File: config.mk
export PLATFORM = sky130hd
export DESIGN_NAME = p0g_port
export DESIGN_NICKNAME = d
export VERILOG_FILES = /design/src/shared/p0g_pkg.sv /design/src/core/p0g_port.sv
export VERILOG_INCLUDE_DIRS = /design/src /design/src/shared
export SDC_FILE = /design/constraint.sdc
export NUM_CORES = 1
export LEC_CHECK = 0
export ABC_CLOCK_PERIOD_IN_PS = 2590
export BUFFER_PORTS_ARGS = -buffer_cell sky130_fd_sc_hd__buf_2
export CORE_ASPECT_RATIO = 1.1
export CORE_MARGIN = 3
export CORE_UTILIZATION = 58
export CTS_CLUSTER_DIAMETER = 100
export DETAILED_ROUTE_END_ITERATION = 16
export PLACE_DENSITY = 0.79
export SLEW_MARGIN = 20
export SYNTH_ARGS = -nofsm -noshare
export SYNTH_HDL_FRONTEND = slang
export SYNTH_SLANG_ARGS = --single-unit
export TNS_END_PERCENT = 5
File: constraint.sdc
create_clock -name sys_clk_i -period 2.59 [get_ports sys_clk_i]
set_input_delay 0.1295 -clock sys_clk_i [delete_from_list [all_inputs] [get_ports sys_clk_i]]
set_output_delay 0.1295 -clock sys_clk_i [all_outputs]
set_load 0.05 [all_outputs]
File: src/shared/p0g_map.svh
// register offsets, reset values and timing counts of the port 0 block
`ifndef P0G_MAP_SVH
`define P0G_MAP_SVH

// ----------------------------------------------------------------------
// register byte addresses
// ----------------------------------------------------------------------
`define P0G_ADDR_DATA 32'hfffff000
`define P0G_ADDR_DIR 32'hfffff020
`define P0G_ADDR_RISE 32'hfffff0c0
`define P0G_ADDR_FALL 32'hfffff0c2
`define P0G_ADDR_STAT 32'hfffff0c4
`define P0G_ADDR_MASK 32'hfffff0c6
`define P0G_ADDR_WID7 32'hfffff0c8

// ----------------------------------------------------------------------
// reset values
// ----------------------------------------------------------------------
`define P0G_RST_DATA 8'h00
`define P0G_RST_DIR 8'hff
`define P0G_RST_EDGE 8'h00
`define P0G_RST_MASK 8'h00
`define P0G_RST_WID7 8'h02

// ----------------------------------------------------------------------
// field positions
// ----------------------------------------------------------------------
`define P0G_BIT_NMI 0
`define P0G_BIT_TRIG 5
`define P0G_FIRST_DIG 5
`define P0G_PROG_PIN 7

// ----------------------------------------------------------------------
// timing: clock period and delay qualifier time in nanoseconds
// ----------------------------------------------------------------------
`define P0G_CLK_NS 50
`define P0G_QUAL_NS 100
`define P0G_QUAL_CYC ((`P0G_QUAL_NS + `P0G_CLK_NS - 1) / `P0G_CLK_NS)
`define P0G_DIG_CYC 2

`endif

File: src/shared/p0g_pkg.sv
// types shared by the port 0 block
package p0g_pkg;

  // one port-wide byte
  typedef logic [7:0] p0g_byte_t;

  // register selected by the bus address
  typedef enum logic [2:0] {
    P0G_SEL_NONE,
    P0G_SEL_DATA,
    P0G_SEL_DIR,
    P0G_SEL_RISE,
    P0G_SEL_FALL,
    P0G_SEL_STAT,
    P0G_SEL_MASK,
    P0G_SEL_WID7
  } p0g_sel_t;

endpackage : p0g_pkg

File: src/core/p0g_port.sv
// eight-bit port 0 with direction control, edge qualifiers and interrupts
//
// Local design decision: the address-and-strobe port.
`timescale 1ns/10ps
`include "p0g_map.svh"

// ----------------------------------------------------------------------
// ----------------------------------------------------------------------

module p0g_port #(
  parameter int WIDTH = 8,
  parameter int CNT_W = 8
) (
  input wire logic sys_clk_i,
  input wire logic nrst_i,
  input wire logic [31:0] addr_i,
  input wire logic [7:0] wdata_i,
  input wire logic wr_i,
  input wire logic rd_i,
  input wire logic bit_mode_i,
  input wire logic [2:0] bit_sel_i,
  output logic [7:0] rdata_o,
  input wire logic [WIDTH-1:0] pin_i,
  output logic [WIDTH-1:0] pin_o,
  output logic [WIDTH-1:0] pin_oe_o,
  output logic nmi_o,
  output logic [6:0] ext_irq_o,
  output logic conv_trig_o,
  output logic irq_o
);

  // --------------------------------------------------------------------
  // registers
  // --------------------------------------------------------------------
  p0g_pkg::p0g_byte_t latch_q;
  p0g_pkg::p0g_byte_t dir_q;
  p0g_pkg::p0g_byte_t rise_q;
  p0g_pkg::p0g_byte_t fall_q;
  p0g_pkg::p0g_byte_t stat_q;
  p0g_pkg::p0g_byte_t mask_q;
  p0g_pkg::p0g_byte_t wid7_q;
  p0g_pkg::p0g_byte_t rdata_q;

  // input synchroniser stages
  logic [WIDTH-1:0] sync1_q;
  logic [WIDTH-1:0] sync2_q;
  logic [WIDTH-1:0] sync3_q;

  // qualified levels and their previous values
  logic [WIDTH-1:0] filt_q;
  logic [WIDTH-1:0] filt_prev_q;

  // edge events and pulse outputs
  logic [WIDTH-1:0] event_d;
  logic [WIDTH-1:0] event_q;

  // bus decode
  p0g_pkg::p0g_sel_t sel;
  p0g_pkg::p0g_byte_t wmask;
  p0g_pkg::p0g_byte_t rd_val;
  p0g_pkg::p0g_byte_t port_view;

  // --------------------------------------------------------------------
  // address decode
  // --------------------------------------------------------------------

  // map the bus address onto a register selector
  always_comb
  begin
    unique case (addr_i)
      `P0G_ADDR_DATA: sel = p0g_pkg::P0G_SEL_DATA;
      `P0G_ADDR_DIR: sel = p0g_pkg::P0G_SEL_DIR;
      `P0G_ADDR_RISE: sel = p0g_pkg::P0G_SEL_RISE;
      `P0G_ADDR_FALL: sel = p0g_pkg::P0G_SEL_FALL;
      `P0G_ADDR_STAT: sel = p0g_pkg::P0G_SEL_STAT;
      `P0G_ADDR_MASK: sel = p0g_pkg::P0G_SEL_MASK;
      `P0G_ADDR_WID7: sel = p0g_pkg::P0G_SEL_WID7;
      default: sel = p0g_pkg::P0G_SEL_NONE;
    endcase
  end

  // byte access touches all bits, bit access only the selected one
  always_comb
  begin
    if (bit_mode_i)
    begin
      wmask = 8'h01 << bit_sel_i;
    end
    else
    begin
      wmask = 8'hff;
    end
  end

  // --------------------------------------------------------------------
  // port data and direction
  // --------------------------------------------------------------------

  // output latch; a write lands here whatever the direction
  always_ff @(posedge sys_clk_i)
  begin
    if (!nrst_i)
    begin
      latch_q <= `P0G_RST_DATA;
    end
    else if (wr_i && sel == p0g_pkg::P0G_SEL_DATA)
    begin
      latch_q <= (latch_q & ~wmask) | (wdata_i & wmask);
    end
  end

  // direction register, one bit per pin, 1 means input
  always_ff @(posedge sys_clk_i)
  begin
    if (!nrst_i)
    begin
      dir_q <= `P0G_RST_DIR;
    end
    else if (wr_i && sel == p0g_pkg::P0G_SEL_DIR)
    begin
      dir_q <= (dir_q & ~wmask) | (wdata_i & wmask);
    end
  end

  // drive the pins from the latch where the direction bit is clear
  always_comb
  begin
    pin_o = latch_q;
    pin_oe_o = ~dir_q;
  end

  // --------------------------------------------------------------------
  // input synchroniser
  // --------------------------------------------------------------------

  // three stages; only the second reads the first
  always_ff @(posedge sys_clk_i)
  begin
    if (!nrst_i)
    begin
      sync1_q <= '0;
      sync2_q <= '0;
      sync3_q <= '0;
    end
    else
    begin
      sync1_q <= pin_i;
      sync2_q <= sync1_q;
      sync3_q <= sync2_q;
    end
  end

  // unfiltered view for port reads: pin for inputs, latch for outputs
  always_comb
  begin
    port_view = (sync3_q & dir_q) | (latch_q & ~dir_q);
  end

  // --------------------------------------------------------------------
  // noise qualifiers, one per pin
  // --------------------------------------------------------------------

  genvar gi;
  generate
    for (gi = 0; gi < WIDTH; gi = gi + 1)
    begin : g_qual
      logic [CNT_W-1:0] cnt_q;
      logic [CNT_W-1:0] limit;
      logic agree;

      // a change counts only once stages two and three agree
      assign agree = (sync2_q[gi] == sync3_q[gi]);

      // pick the stable-time threshold for this pin's kind
      if (gi < `P0G_FIRST_DIG)
      begin : g_delay
        assign limit = CNT_W'(`P0G_QUAL_CYC);
      end
      else if (gi == `P0G_PROG_PIN)
      begin : g_prog
        assign limit = wid7_q[CNT_W-1:0];
      end
      else
      begin : g_digital
        assign limit = CNT_W'(`P0G_DIG_CYC);
      end

      // count cycles that a new level has stood, then accept it
      always_ff @(posedge sys_clk_i)
      begin
        if (!nrst_i)
        begin
          cnt_q <= '0;
          filt_q[gi] <= 1'b0;
        end
        else if (!agree || sync3_q[gi] == filt_q[gi])
        begin
          cnt_q <= '0; // a broken run is rejected
        end
        else if (cnt_q + 1'b1 >= limit)
        begin
          cnt_q <= '0;
          filt_q[gi] <= sync3_q[gi];
        end
        else
        begin
          cnt_q <= cnt_q + 1'b1;
        end
      end
    end
  endgenerate

  // previous qualified level for edge detection
  always_ff @(posedge sys_clk_i)
  begin
    if (!nrst_i)
    begin
      filt_prev_q <= '0;
    end
    else
    begin
      filt_prev_q <= filt_q;
    end
  end

  // --------------------------------------------------------------------
  // edge selection
  // --------------------------------------------------------------------

  // rising edge selects, invalid after reset
  always_ff @(posedge sys_clk_i)
  begin
    if (!nrst_i)
    begin
      rise_q <= `P0G_RST_EDGE;
    end
    else if (wr_i && sel == p0g_pkg::P0G_SEL_RISE)
    begin
      rise_q <= (rise_q & ~wmask) | (wdata_i & wmask);
    end
  end

  // falling edge selects, invalid after reset
  always_ff @(posedge sys_clk_i)
  begin
    if (!nrst_i)
    begin
      fall_q <= `P0G_RST_EDGE;
    end
    else if (wr_i && sel == p0g_pkg::P0G_SEL_FALL)
    begin
      fall_q <= (fall_q & ~wmask) | (wdata_i & wmask);
    end
  end

  // filter width of the last interrupt input
  always_ff @(posedge sys_clk_i)
  begin
    if (!nrst_i)
    begin
      wid7_q <= `P0G_RST_WID7;
    end
    else if (wr_i && sel == p0g_pkg::P0G_SEL_WID7)
    begin
      wid7_q <= (wid7_q & ~wmask) | (wdata_i & wmask);
    end
  end

  // qualified edges gated by the selects; output pins are not
  // excluded, software must clear their selects or masks
  always_comb
  begin
    event_d = (filt_q & ~filt_prev_q & rise_q)
      | (~filt_q & filt_prev_q & fall_q);
  end

  // registered one-cycle event pulses
  always_ff @(posedge sys_clk_i)
  begin
    if (!nrst_i)
    begin
      event_q <= '0;
    end
    else
    begin
      event_q <= event_d;
    end
  end

  // route events to their request lines
  always_comb
  begin
    nmi_o = event_q[`P0G_BIT_NMI];
    ext_irq_o = event_q[WIDTH-1:1];
    conv_trig_o = event_q[`P0G_BIT_TRIG];
  end

  // --------------------------------------------------------------------
  // interrupt status and mask
  // --------------------------------------------------------------------

  // sticky status, write one to clear, a new event wins over the clear
  always_ff @(posedge sys_clk_i)
  begin
    if (!nrst_i)
    begin
      stat_q <= 8'h00;
    end
    else if (wr_i && sel == p0g_pkg::P0G_SEL_STAT)
    begin
      stat_q <= (stat_q & ~(wdata_i & wmask)) | event_q;
    end
    else
    begin
      stat_q <= stat_q | event_q;
    end
  end

  // mask: a one lets the status bit reach the interrupt line
  always_ff @(posedge sys_clk_i)
  begin
    if (!nrst_i)
    begin
      mask_q <= `P0G_RST_MASK;
    end
    else if (wr_i && sel == p0g_pkg::P0G_SEL_MASK)
    begin
      mask_q <= (mask_q & ~wmask) | (wdata_i & wmask);
    end
  end

  // level interrupt while any enabled status bit is set
  always_comb
  begin
    irq_o = |(stat_q & mask_q);
  end

  // --------------------------------------------------------------------
  // read path
  // --------------------------------------------------------------------

  // select the addressed register; unmapped reads return zero
  always_comb
  begin
    unique case (sel)
      p0g_pkg::P0G_SEL_DATA: rd_val = port_view;
      p0g_pkg::P0G_SEL_DIR: rd_val = dir_q;
      p0g_pkg::P0G_SEL_RISE: rd_val = rise_q;
      p0g_pkg::P0G_SEL_FALL: rd_val = fall_q;
      p0g_pkg::P0G_SEL_STAT: rd_val = stat_q;
      p0g_pkg::P0G_SEL_MASK: rd_val = mask_q;
      p0g_pkg::P0G_SEL_WID7: rd_val = wid7_q;
      p0g_pkg::P0G_SEL_NONE: rd_val = 8'h00;
    endcase
  end

  // read data register: valid the cycle after the strobe only
  always_ff @(posedge sys_clk_i)
  begin
    if (!nrst_i)
    begin
      rdata_q <= 8'h00;
    end
    else if (rd_i)
    begin
      rdata_q <= rd_val & wmask;
    end
    else
    begin
      rdata_q <= 8'h00;
    end
  end

  // read data output from its register
  always_comb
  begin
    rdata_o = rdata_q;
  end

endmodule : p0g_port

==> run_results.csv, run 1 <==
group,metric,value,unit
floorplanning,fp.dieW,117,microns
logic_synthesis,synth_mux_area_share,3.13,%
timing,max_slew_margin,49.0,%
global_route,grt_max_degree,55,
critical_path,crit_arrival,2.76,ns
placement,gp_congestion,0.961,
power,p_clk_share,46.0,%
logic_synthesis,seq_area_frac_synth,44.7,%
final_layout,drive_gt1_share,15.6,%
cts,clkLatencyLatePin,0.43,ns
critical_path,worstSetupEndpointType,"flip-flop",
routing,via_per_inst,6.05,
routing,num_vias,7513,
power,power.total,5.82,mW
routing,wl_per_cell,17.0,microns
status,outcome,"finished, final reports clean",
floorplanning,initial_utilization,59.4,%
logic_synthesis,synth.most_common_cell,"dfxtp_1",
timing,skew,0.00711,ns
routing,drcViolationCount,0,
floorplanning,core-area,13300,sq um
logic_synthesis,yosys.area_share.adder,3.65,%
critical_path,path_max_fanout,8,
logic_synthesis,synth-compound-area-share,20.9,%
routing,drt_first_pass_iters,7,
logic_synthesis,yosys_warnings,0,
critical_path,worst_ep_required_time,2.93,ns
logic_synthesis,synthTopCellsByCount,"dfxtp_1 (176), nand2_1 (84), nand3_1 (44)",
cts,clock-root-buffer,"clkbuf_16",
placement,place_ws,0.204,ns
logic_synthesis,yosys-top-cells-area,"dfxtp_1 (45%), nand2_1 (4.0%), ha_1 (3.7%), and2_1 (3.3%), nand3_1 (2.8%)",
timing,worst_pin_slew,0.758,ns
logic_synthesis,synthCells,884,
timing,hold_ws,0.0313,ns
power,switching_share,21.8,%
logic_synthesis,yosys.area_share.simple,22.6,%
timing,setup_slack,0.173,ns
logic_synthesis,synth_top_area_share,44.7,%
power,p_leak,4.00,nW
placement,numPortBuffers,89,
cts,path_clk_slew,0.06,ns
timing,period_share,93.3,%
timing,setup_tns,0,ns
global_route,grt_antenna_before_repair,0,
job,drv_cap,0,
placement,placed_cell_area,8810,sq um
timing,slew_viol_final,0,
global_route,grt_use_total,27.8,%
global_route,grt-ovfl-total,0,
global_route,grt_pass1_wl,32700,microns
cts,cts_buffers,17,
logic_synthesis,synth_xor_area_share,1.22,%
power,powerDensity,607,nW/um^2
power,pwr-share-comb,5.6,%
final_layout,antenna_cells,0,
logic_synthesis,ys_types,69,
logic_synthesis,syn-cell-area,7880,sq um
floorplanning,die_area,15000,sq um
logic_synthesis,synth_seq_cells,176,
timing,post-route-min-period,2.42,ns
logic_synthesis,syn_avg_cell_area,8.91,sq um
cts,clock_path_buffers,2,
worst_hold_path,hold_path.class,"in2reg",
cts,clkSinkCount,176,
critical_path,worstSetupPathType,"reg2reg",
cts,htree_levels,4,
logic_synthesis,synth-edff-count,0,
placement,dp_hpwl,14700,microns
routing,wl,21100,microns
logic_synthesis,synth-async-reset-ratio,0,%
global_route,use_met3,7.32,%
logic_synthesis,synthFlopType,"dfxtp_1",
power,pwr-share-seq,48.4,%
global_route,grt_pass1_vias,6769,
final_layout,syn2layout_area_growth,21.7,%
power,internal-power,4.55,mW
final_layout,nets,1125,
logic_synthesis,synth_top_family_by_area,"simple AND/OR/NAND/NOR gates",
global_route,grtUsageMet2,44.0,%
logic_synthesis,synth_area_leader_cell,"dfxtp_1",
cts,tritoncts,"done",
routing,postRouteAntennaNets,0,
floorplanning,num_io_pins,90,
floorplanning,row_count,44,
global_route,grt_util_met1,35.0,%
power,power.switching,1.27,mW
timing,setup-violations-final,0,
routing,first_iter_violations,885,
power,irDropWorstVdd,473,uV
timing,fmax,414,MHz
critical_path,cp-start-kind,"flip-flop",
floorplanning,die_h,128,microns
final_layout,design_area,9590,sq um
global_route,busiest_layer,"met2",
timing,hold_violations,0,
[path summary, 6_finish.rpt]
path                                       from                            end  slack, ns  depth (start not counted)
setup / recovery  g_qual[7].cnt_q[0]$_SDFF_PP0_  g_qual[7].cnt_q[0]$_SDFF_PP0_       0.17                          9
hold / removal                       wdata_i[1]           stat_q[1]$_SDFF_PN0_       0.03                          2
setup reg to reg  g_qual[7].cnt_q[0]$_SDFF_PP0_  g_qual[7].cnt_q[0]$_SDFF_PP0_       0.17                          9
hold reg to reg           sync1_q[3]$_SDFF_PN0_          sync2_q[3]$_SDFF_PN0_       0.43                          1
[cells in the final DEF, fill, tap and decap left out, types with 7 or more instances in the layout]
cell / instances
o21ai_0: 41
dlygate4sd3_1: 15
xnor2_1: 8
o311ai_0: 9
inv_1: 38
buf_2: 89
dfxtp_1: 176
nor3_1: 17
nand2b_1: 16
nor4_1: 14
nand3_1: 44
o211ai_1: 20
nor2_1: 42
nand2_1: 84
a31oi_1: 18
and2_1: 41
ha_1: 23
nand4_1: 35
a211o_1: 11
buf_4: 28
clkbuf_16: 17
o22a_1: 7
o41ai_1: 8
a21o_1: 8
a21oi_1: 43
a222oi_1: 8
conb_1: 49
o31ai_1: 11
mux2i_1: 19
[cell type report]
cell class                      instances  area (sq um)
Clock inverter                         10           160
Clock buffer                           21           460
Fill cell                            1047          3680
Sequential cell                       176          3520
Inverter                               39           146
Tap cell                              184           230
Multi-Input combinational cell        679          4240
Timing Repair Buffer                  133           826
[through the flow]
stage                     std cells  utilization, %
after floorplan                 932               -
after global placement         1196            66.4
after detailed placement       1196            66.4
after CTS                      1242            72.2
after global routing           1242            72.3
final                          1242            72.3
[what timing repair did]
item | in CTS | in global routing
endpoints found under the hold margin | 17 | 0
endpoints found under the setup margin | 0 | 8
hold buffers | 15 | 0
setup buffers | 0 | 0
resized for setup | 0 | 1
[per-layer routing]
| metal | wire length, microns | up-vias |
|---|---|---|
| li1 | - | 3582 |
| met1 | 8520 | 3397 |
| met2 | 9420 | 439 |
| met3 | 2130 | 95 |
| met4 | 1000 | 0 |
| met5 | 0 | - |
[critical path, cell delays in order, from the launching register on]
cell and delay, ns:
dfxtp_1 0.40, ha_1 0.20, nand3_1 0.12, nor2_1 0.16, xor2_1 0.10, ha_1 0.19, a2111o_1 0.38, a31oi_1 0.31
o21ai_2 0.20, a211oi_1 0.25
[kinds of logic after synthesis]
kind of cell / after synthesis
simple gates: 336
other cells: 1
buf+inv: 77
fa+ha+maj: 23
xor+xnor: 11
flops: 176
mux: 24
compound gates: 236
[power by group through the flow]
| stage | Sequential [mW] | Clock [mW] | Combinational, mW |
|---|---|---|---|
| floorplan | 2.86 | 0 | 0.174 |
| global placement | 2.87 | 0 | 0.292 |
| detailed placement | 2.87 | 0 | 0.294 |
| CTS | 2.81 | 2.71 | 0.316 |
| global route | 2.82 | 2.82 | 0.355 |
| finish | 2.81 | 2.68 | 0.326 |
Note: power is estimated with default switching activity, not from simulation.
==> inputs of run 2 (changes only) <==
--- a/config.mk
+++ b/config.mk
@@ -8,7 +8,7 @@
 export LEC_CHECK = 0
 export ABC_CLOCK_PERIOD_IN_PS = 2590
 export BUFFER_PORTS_ARGS = -buffer_cell sky130_fd_sc_hd__buf_2
-export CORE_ASPECT_RATIO = 1.1
+export CORE_ASPECT_RATIO = 1.5
 export CORE_MARGIN = 3
 export CORE_UTILIZATION = 58
 export CTS_CLUSTER_DIAMETER = 100
==> run_results.csv, run 2 (same netlist as run 1, synthesis figures left out) <==
group,metric,value,unit
global_route,grt_max_degree,106,
timing,post-route-min-period,2.38,ns
critical_path,worst_ep_required_time,2.93,ns
power,power.total,5.57,mW
final_layout,layout_common_cells,"dfxtp_1 (176), buf_2 (89), nand2_1 (84)",
final_layout,design_area,9490,sq um
final_layout,final-instance-count-excl-fill,1215,
timing,max_slew_margin,51.4,%
floorplanning,die_area,15000,sq um
critical_path,path_max_fanout,8,
routing,num_vias,7440,
timing,fmax,420,MHz
routing,postRouteAntennaNets,0,
cts,clock-root-buffer,"clkbuf_16",
cts,clock_path_buffers,2,
power,irDropWorstVdd,434,uV
cts,clkSinkCount,176,
critical_path,cp-start-kind,"flip-flop",
global_route,grt-ovfl-total,0,
timing,setup_tns,0,ns
worst_hold_path,hold_path.class,"in2reg",
global_route,grt_antenna_before_repair,0,
routing,via_per_inst,6.12,
floorplanning,core-area,13100,sq um
timing,skew,0.00917,ns
placement,gp_congestion,0.918,
cts,path_clk_slew,0.07,ns
placement,numPortBuffers,89,
floorplanning,fp.dieW,101,microns
global_route,grt_pass1_wl,33500,microns
floorplanning,initial_utilization,59.9,%
cts,cts_setup_buffers,0,
timing,slew_viol_final,0,
final_layout,layout_commonest_cell,"dfxtp_1",
timing,grt_setup_unrepaired,"no",
floorplanning,row_count,51,
global_route,grt_pass1_vias,6993,
placement,place_ws,0.144,ns
global_route,grt_use_total,28.1,%
routing,drcViolationCount,0,
cts,cts_buffers,17,
placement,dp.cells,1167,
final_layout,antenna_cells,0,
power,powerDensity,587,nW/um^2
timing,setup-violations-final,0,
routing,wl,21000,microns
routing,drt_first_pass_iters,8,
cts,clkLatencyLatePin,0.43,ns
critical_path,worstSetupPathType,"reg2reg",
timing,worst_pin_slew,0.723,ns
job,drv_cap,0,
critical_path,worstSetupEndpointType,"flip-flop",
timing,hold_violations,0,
timing,period_share,91.9,%
routing,wl_per_cell,17.2,microns
final_layout,syn2layout_area_growth,20.5,%
status,outcome,"finished, final reports clean",
final_layout,drive_gt1_share,15.6,%
cts,htree_levels,4,
placement,placed_cell_area,8750,sq um
placement,dp_hpwl,14500,microns
final_layout,nets,1122,
cts,tritoncts,"done",
floorplanning,num_io_pins,90,
power,p_leak,3.95,nW
routing,first_iter_violations,702,
floorplanning,die_h,149,microns
critical_path,crit_arrival,2.72,ns
timing,setup_slack,0.209,ns
run 2: stage by stage:
stage          utilization (%)  hold WS, ns
2_1_floorplan                -        0.251
3_3_place_gp              66.6        0.334
3_5_place_dp              66.6        0.339
4_1_cts                   72.1       0.0951
5_1_grt                   72.2        0.142
6_report                  72.2        0.105
run 2: area by class of cell:
type | count | area (sq um)
clock buffers | 17 | 425
clock inverters | 15 | 141
fillers | 1074 | 3660
inverters | 39 | 146
multi-input cells | 679 | 4250
flip-flops and latches | 176 | 3520
well taps | 159 | 199
repair buffers | 130 | 806
run 2: final timing paths:
check,to,slack [ns],depth (start not counted),startpoint
setup / recovery,g_qual[7].cnt_q[0]$_SDFF_PP0_,0.21,9,g_qual[7].cnt_q[0]$_SDFF_PP0_
hold / removal,rdata_o[2]$_SDFF_PN0_,0.10,4,rd_i
setup reg to reg,g_qual[7].cnt_q[0]$_SDFF_PP0_,0.21,9,g_qual[7].cnt_q[0]$_SDFF_PP0_
hold reg to reg,sync2_q[3]$_SDFF_PN0_,0.43,1,sync1_q[3]$_SDFF_PN0_
run 2: critical path, cell delays in order, from the launching register on:
cell and delay [ns]:
dfxtp_1 0.40, ha_1 0.21, nand3_1 0.12, nor2_1 0.16, xor2_1 0.11, ha_1 0.20, a2111o_1 0.40, a31oi_2 0.24
o21ai_2 0.18, a211oi_1 0.26
run 2: timing repair:
item                                    4_1_cts  5_1_grt
endpoints found under the setup margin        0        8
endpoints found under the hold margin        20        0
hold buffers                                 16        0
gates resized for setup                       0        2
run 2: routing by layer:
layer / up-vias / routed length [microns] / GRT usage (%)
li1: 3566 / - / -
met4: 0 / 1120 / 15.0
met3: 98 / 2010 / 6.80
met1: 3394 / 7910 / 33.0
met5: - / 0 / 0
met2: 382 / 9920 / 46.7
run 2: report_power, final:
part           leakage, nW  switching (mW)  internal [mW]  total, mW
combinational         2.24           0.192          0.127      0.318
clock                0.268            1.17           1.27       2.44
sequential            1.44          0.0462           2.76       2.81
total                 3.95            1.41           4.16       5.57
==> inputs of run 3 (changes only) <==
==> constraint.sdc (replaced) <==
create_clock -name sys_clk_i -period 2.59 [get_ports sys_clk_i]
set_input_delay 0.259 -clock sys_clk_i [delete_from_list [all_inputs] [get_ports sys_clk_i]]
set_output_delay 0.259 -clock sys_clk_i [all_outputs]
set_load 0.005 [all_outputs]
==> run_results.csv, run 3 (same netlist as run 1, synthesis figures left out) <==
group,metric,value,unit
status,outcome,"finished, final reports clean",
final_layout,nets,1109,
power,internal-power,4.43,mW
worst_hold_path,hold_path.class,"in2reg",
timing,fmax,408,MHz
global_route,grt_use_total,28.2,%
floorplanning,fp.dieW,101,microns
global_route,grt_pass1_wl,33800,microns
job,drv_cap,0,
timing,slew_viol_final,0,
final_layout,antenna_cells,0,
routing,wl_per_cell,17.6,microns
routing,num_vias,7378,
final_layout,drive_gt1_share,16.0,%
power,pwr-share-comb,5.2,%
routing,first_iter_violations,761,
floorplanning,initial_utilization,59.9,%
timing,hold_violations,0,
routing,drt_first_pass_iters,10,
timing,setup_tns,0,ns
power,p_clk_share,46.4,%
critical_path,critical_path.cell_chain,"ha_1 > a211o_1 > a2111o_1 > a2111oi_0 > o21ai_0 > o2bb2ai_1",
critical_path,crit_arrival,2.77,ns
placement,numPortBuffers,89,
power,power.switching,1.37,mW
critical_path,reg2reg_slack,0.14,ns
critical_path,worst_ep_required_time,2.91,ns
global_route,grt_max_degree,77,
critical_path,path_max_fanout,4,
global_route,grt_antenna_before_repair,1,
placement,dp_hpwl,14900,microns
final_layout,syn2layout_area_growth,19.4,%
critical_path,cp-start-kind,"flip-flop",
floorplanning,die_h,149,microns
critical_path,slowest_stage,"a2111oi_0",
cts,cts_setup_buffers,0,
power,irDropWorstVdd,448,uV
timing,setup-violations-final,0,
cts,tritoncts,"done",
placement,gp_congestion,0.953,
critical_path,worstSetupEndpointType,"flip-flop",
floorplanning,core-area,13100,sq um
cts,clock-root-buffer,"clkbuf_16",
routing,via_per_inst,6.14,
global_route,grt-ovfl-total,0,
routing,wl,21200,microns
cts,cts_buffers,17,
timing,skew,0.00568,ns
final_layout,layout_common_cells,"dfxtp_1 (176), buf_2 (89), nand2_1 (84)",
critical_path,worstSetupPathType,"reg2reg",
power,p_leak,3.92,nW
timing,worst_pin_slew,0.708,ns
final_layout,multi_input_area,4240,sq um
cts,htree_levels,4,
cts,path_clk_slew,0.07,ns
routing,postRouteAntennaNets,0,
critical_path,cp_slowest_stage_delay,0.68,ns
final_layout,area.sequential,3520,sq um
cts,clock_path_buffers,2,
floorplanning,die_area,15000,sq um
cts,ctsResizeCount,0,
floorplanning,num_io_pins,90,
cts,clkSinkCount,176,
power,pwr-share-seq,48.4,%
routing,drcViolationCount,0,
global_route,grt_pass1_vias,6872,
timing,grt_setup_unrepaired,"no",
final_layout,layout_commonest_cell,"dfxtp_1",
final_layout,fillers,1066,
timing,max_slew_margin,51.6,%
timing,period_share,94.7,%
power,power.total,5.80,mW
floorplanning,row_count,51,
cts,clkLatencyLatePin,0.42,ns
power,powerDensity,617,nW/um^2
timing,post-route-min-period,2.45,ns
cts,cts_hold_buf,0,
power,switching_share,23.7,%
## run 3: cell count changes in the layout (fill, tap and decap cells not counted), sizes merged
cell | previous run | this run
buf | 114 | 117
dlygate4sd3 | 16 | 0
clkinvlp | 4 | 3
inv | 46 | 45
clkinv | 4 | 3
bufinv | 0 | 3
## run 3: final cells by class
cell class / count / area share [%]
Clock buffer: 17 / 4.52
Multi-Input combinational cell: 679 / 45.1
Sequential cell: 176 / 37.5
Tap cell: 159 / 2.12
Timing Repair Buffer: 117 / 7.11
Inverter: 39 / 1.56
Clock inverter: 15 / 2.13
## run 3: stage by stage
stage / cell area [sq um] / utilization, % / cells / worst slack [ns] / hold slack (ns)
5_1_grt: 9400 / 71.5 / 1202 / 0.0187 / 0.0377
6_report: 9400 / 71.5 / 1202 / 0.138 / 0.0356
3_5_place_dp: 8770 / 66.7 / 1170 / 0.165 / 0.418
2_1_floorplan: 8060 / - / 932 / 0.304 / 0.381
4_1_cts: 9400 / 71.5 / 1202 / 0.160 / 0.0304
3_3_place_gp: 8770 / 66.7 / 1170 / 0.212 / 0.414
## run 3: layer usage
layer,wire (microns),up-vias,global-route usage [%],part of all wire [%]
met5,8,-,0,0.038
met4,1210,2,13.9,5.7
met3,1950,95,7.27,9.2
met2,9990,387,46.6,47
met1,8000,3347,33.6,38
li1,-,3547,-,-
## run 3: worst max-delay path, delay by kind of cell, from the launching register on
kind,cells,cell delay (ns)
adder cells (fa/ha/maj),1,0.25
AO/OA/AOI/OAI,5,1.75
flip-flops,1,0.33
## run 3: path summary, 6_finish.rpt
kind                            depth (start not counted)                      to                           from
worst max register to register                          6  filt_q[2]$_SDFFE_PN0P_  g_qual[2].cnt_q[0]$_SDFF_PP0_
worst min register to register                          1   sync2_q[7]$_SDFF_PN0_          sync1_q[7]$_SDFF_PN0_
worst max-delay path                                    6  filt_q[2]$_SDFFE_PN0P_  g_qual[2].cnt_q[0]$_SDFF_PP0_
worst min-delay path                                    2   sync1_q[4]$_SDFF_PN0_                       pin_i[4]
## run 3: power by group through the flow
stage / Clock (mW) / Sequential, mW / Combinational [mW]
after CTS: 2.71 / 2.81 / 0.294
after floorplan: 0 / 2.86 / 0.174
after global placement: 0 / 2.87 / 0.288
final: 2.69 / 2.81 / 0.302
after global routing: 2.82 / 2.82 / 0.333
after detailed placement: 0 / 2.87 / 0.291
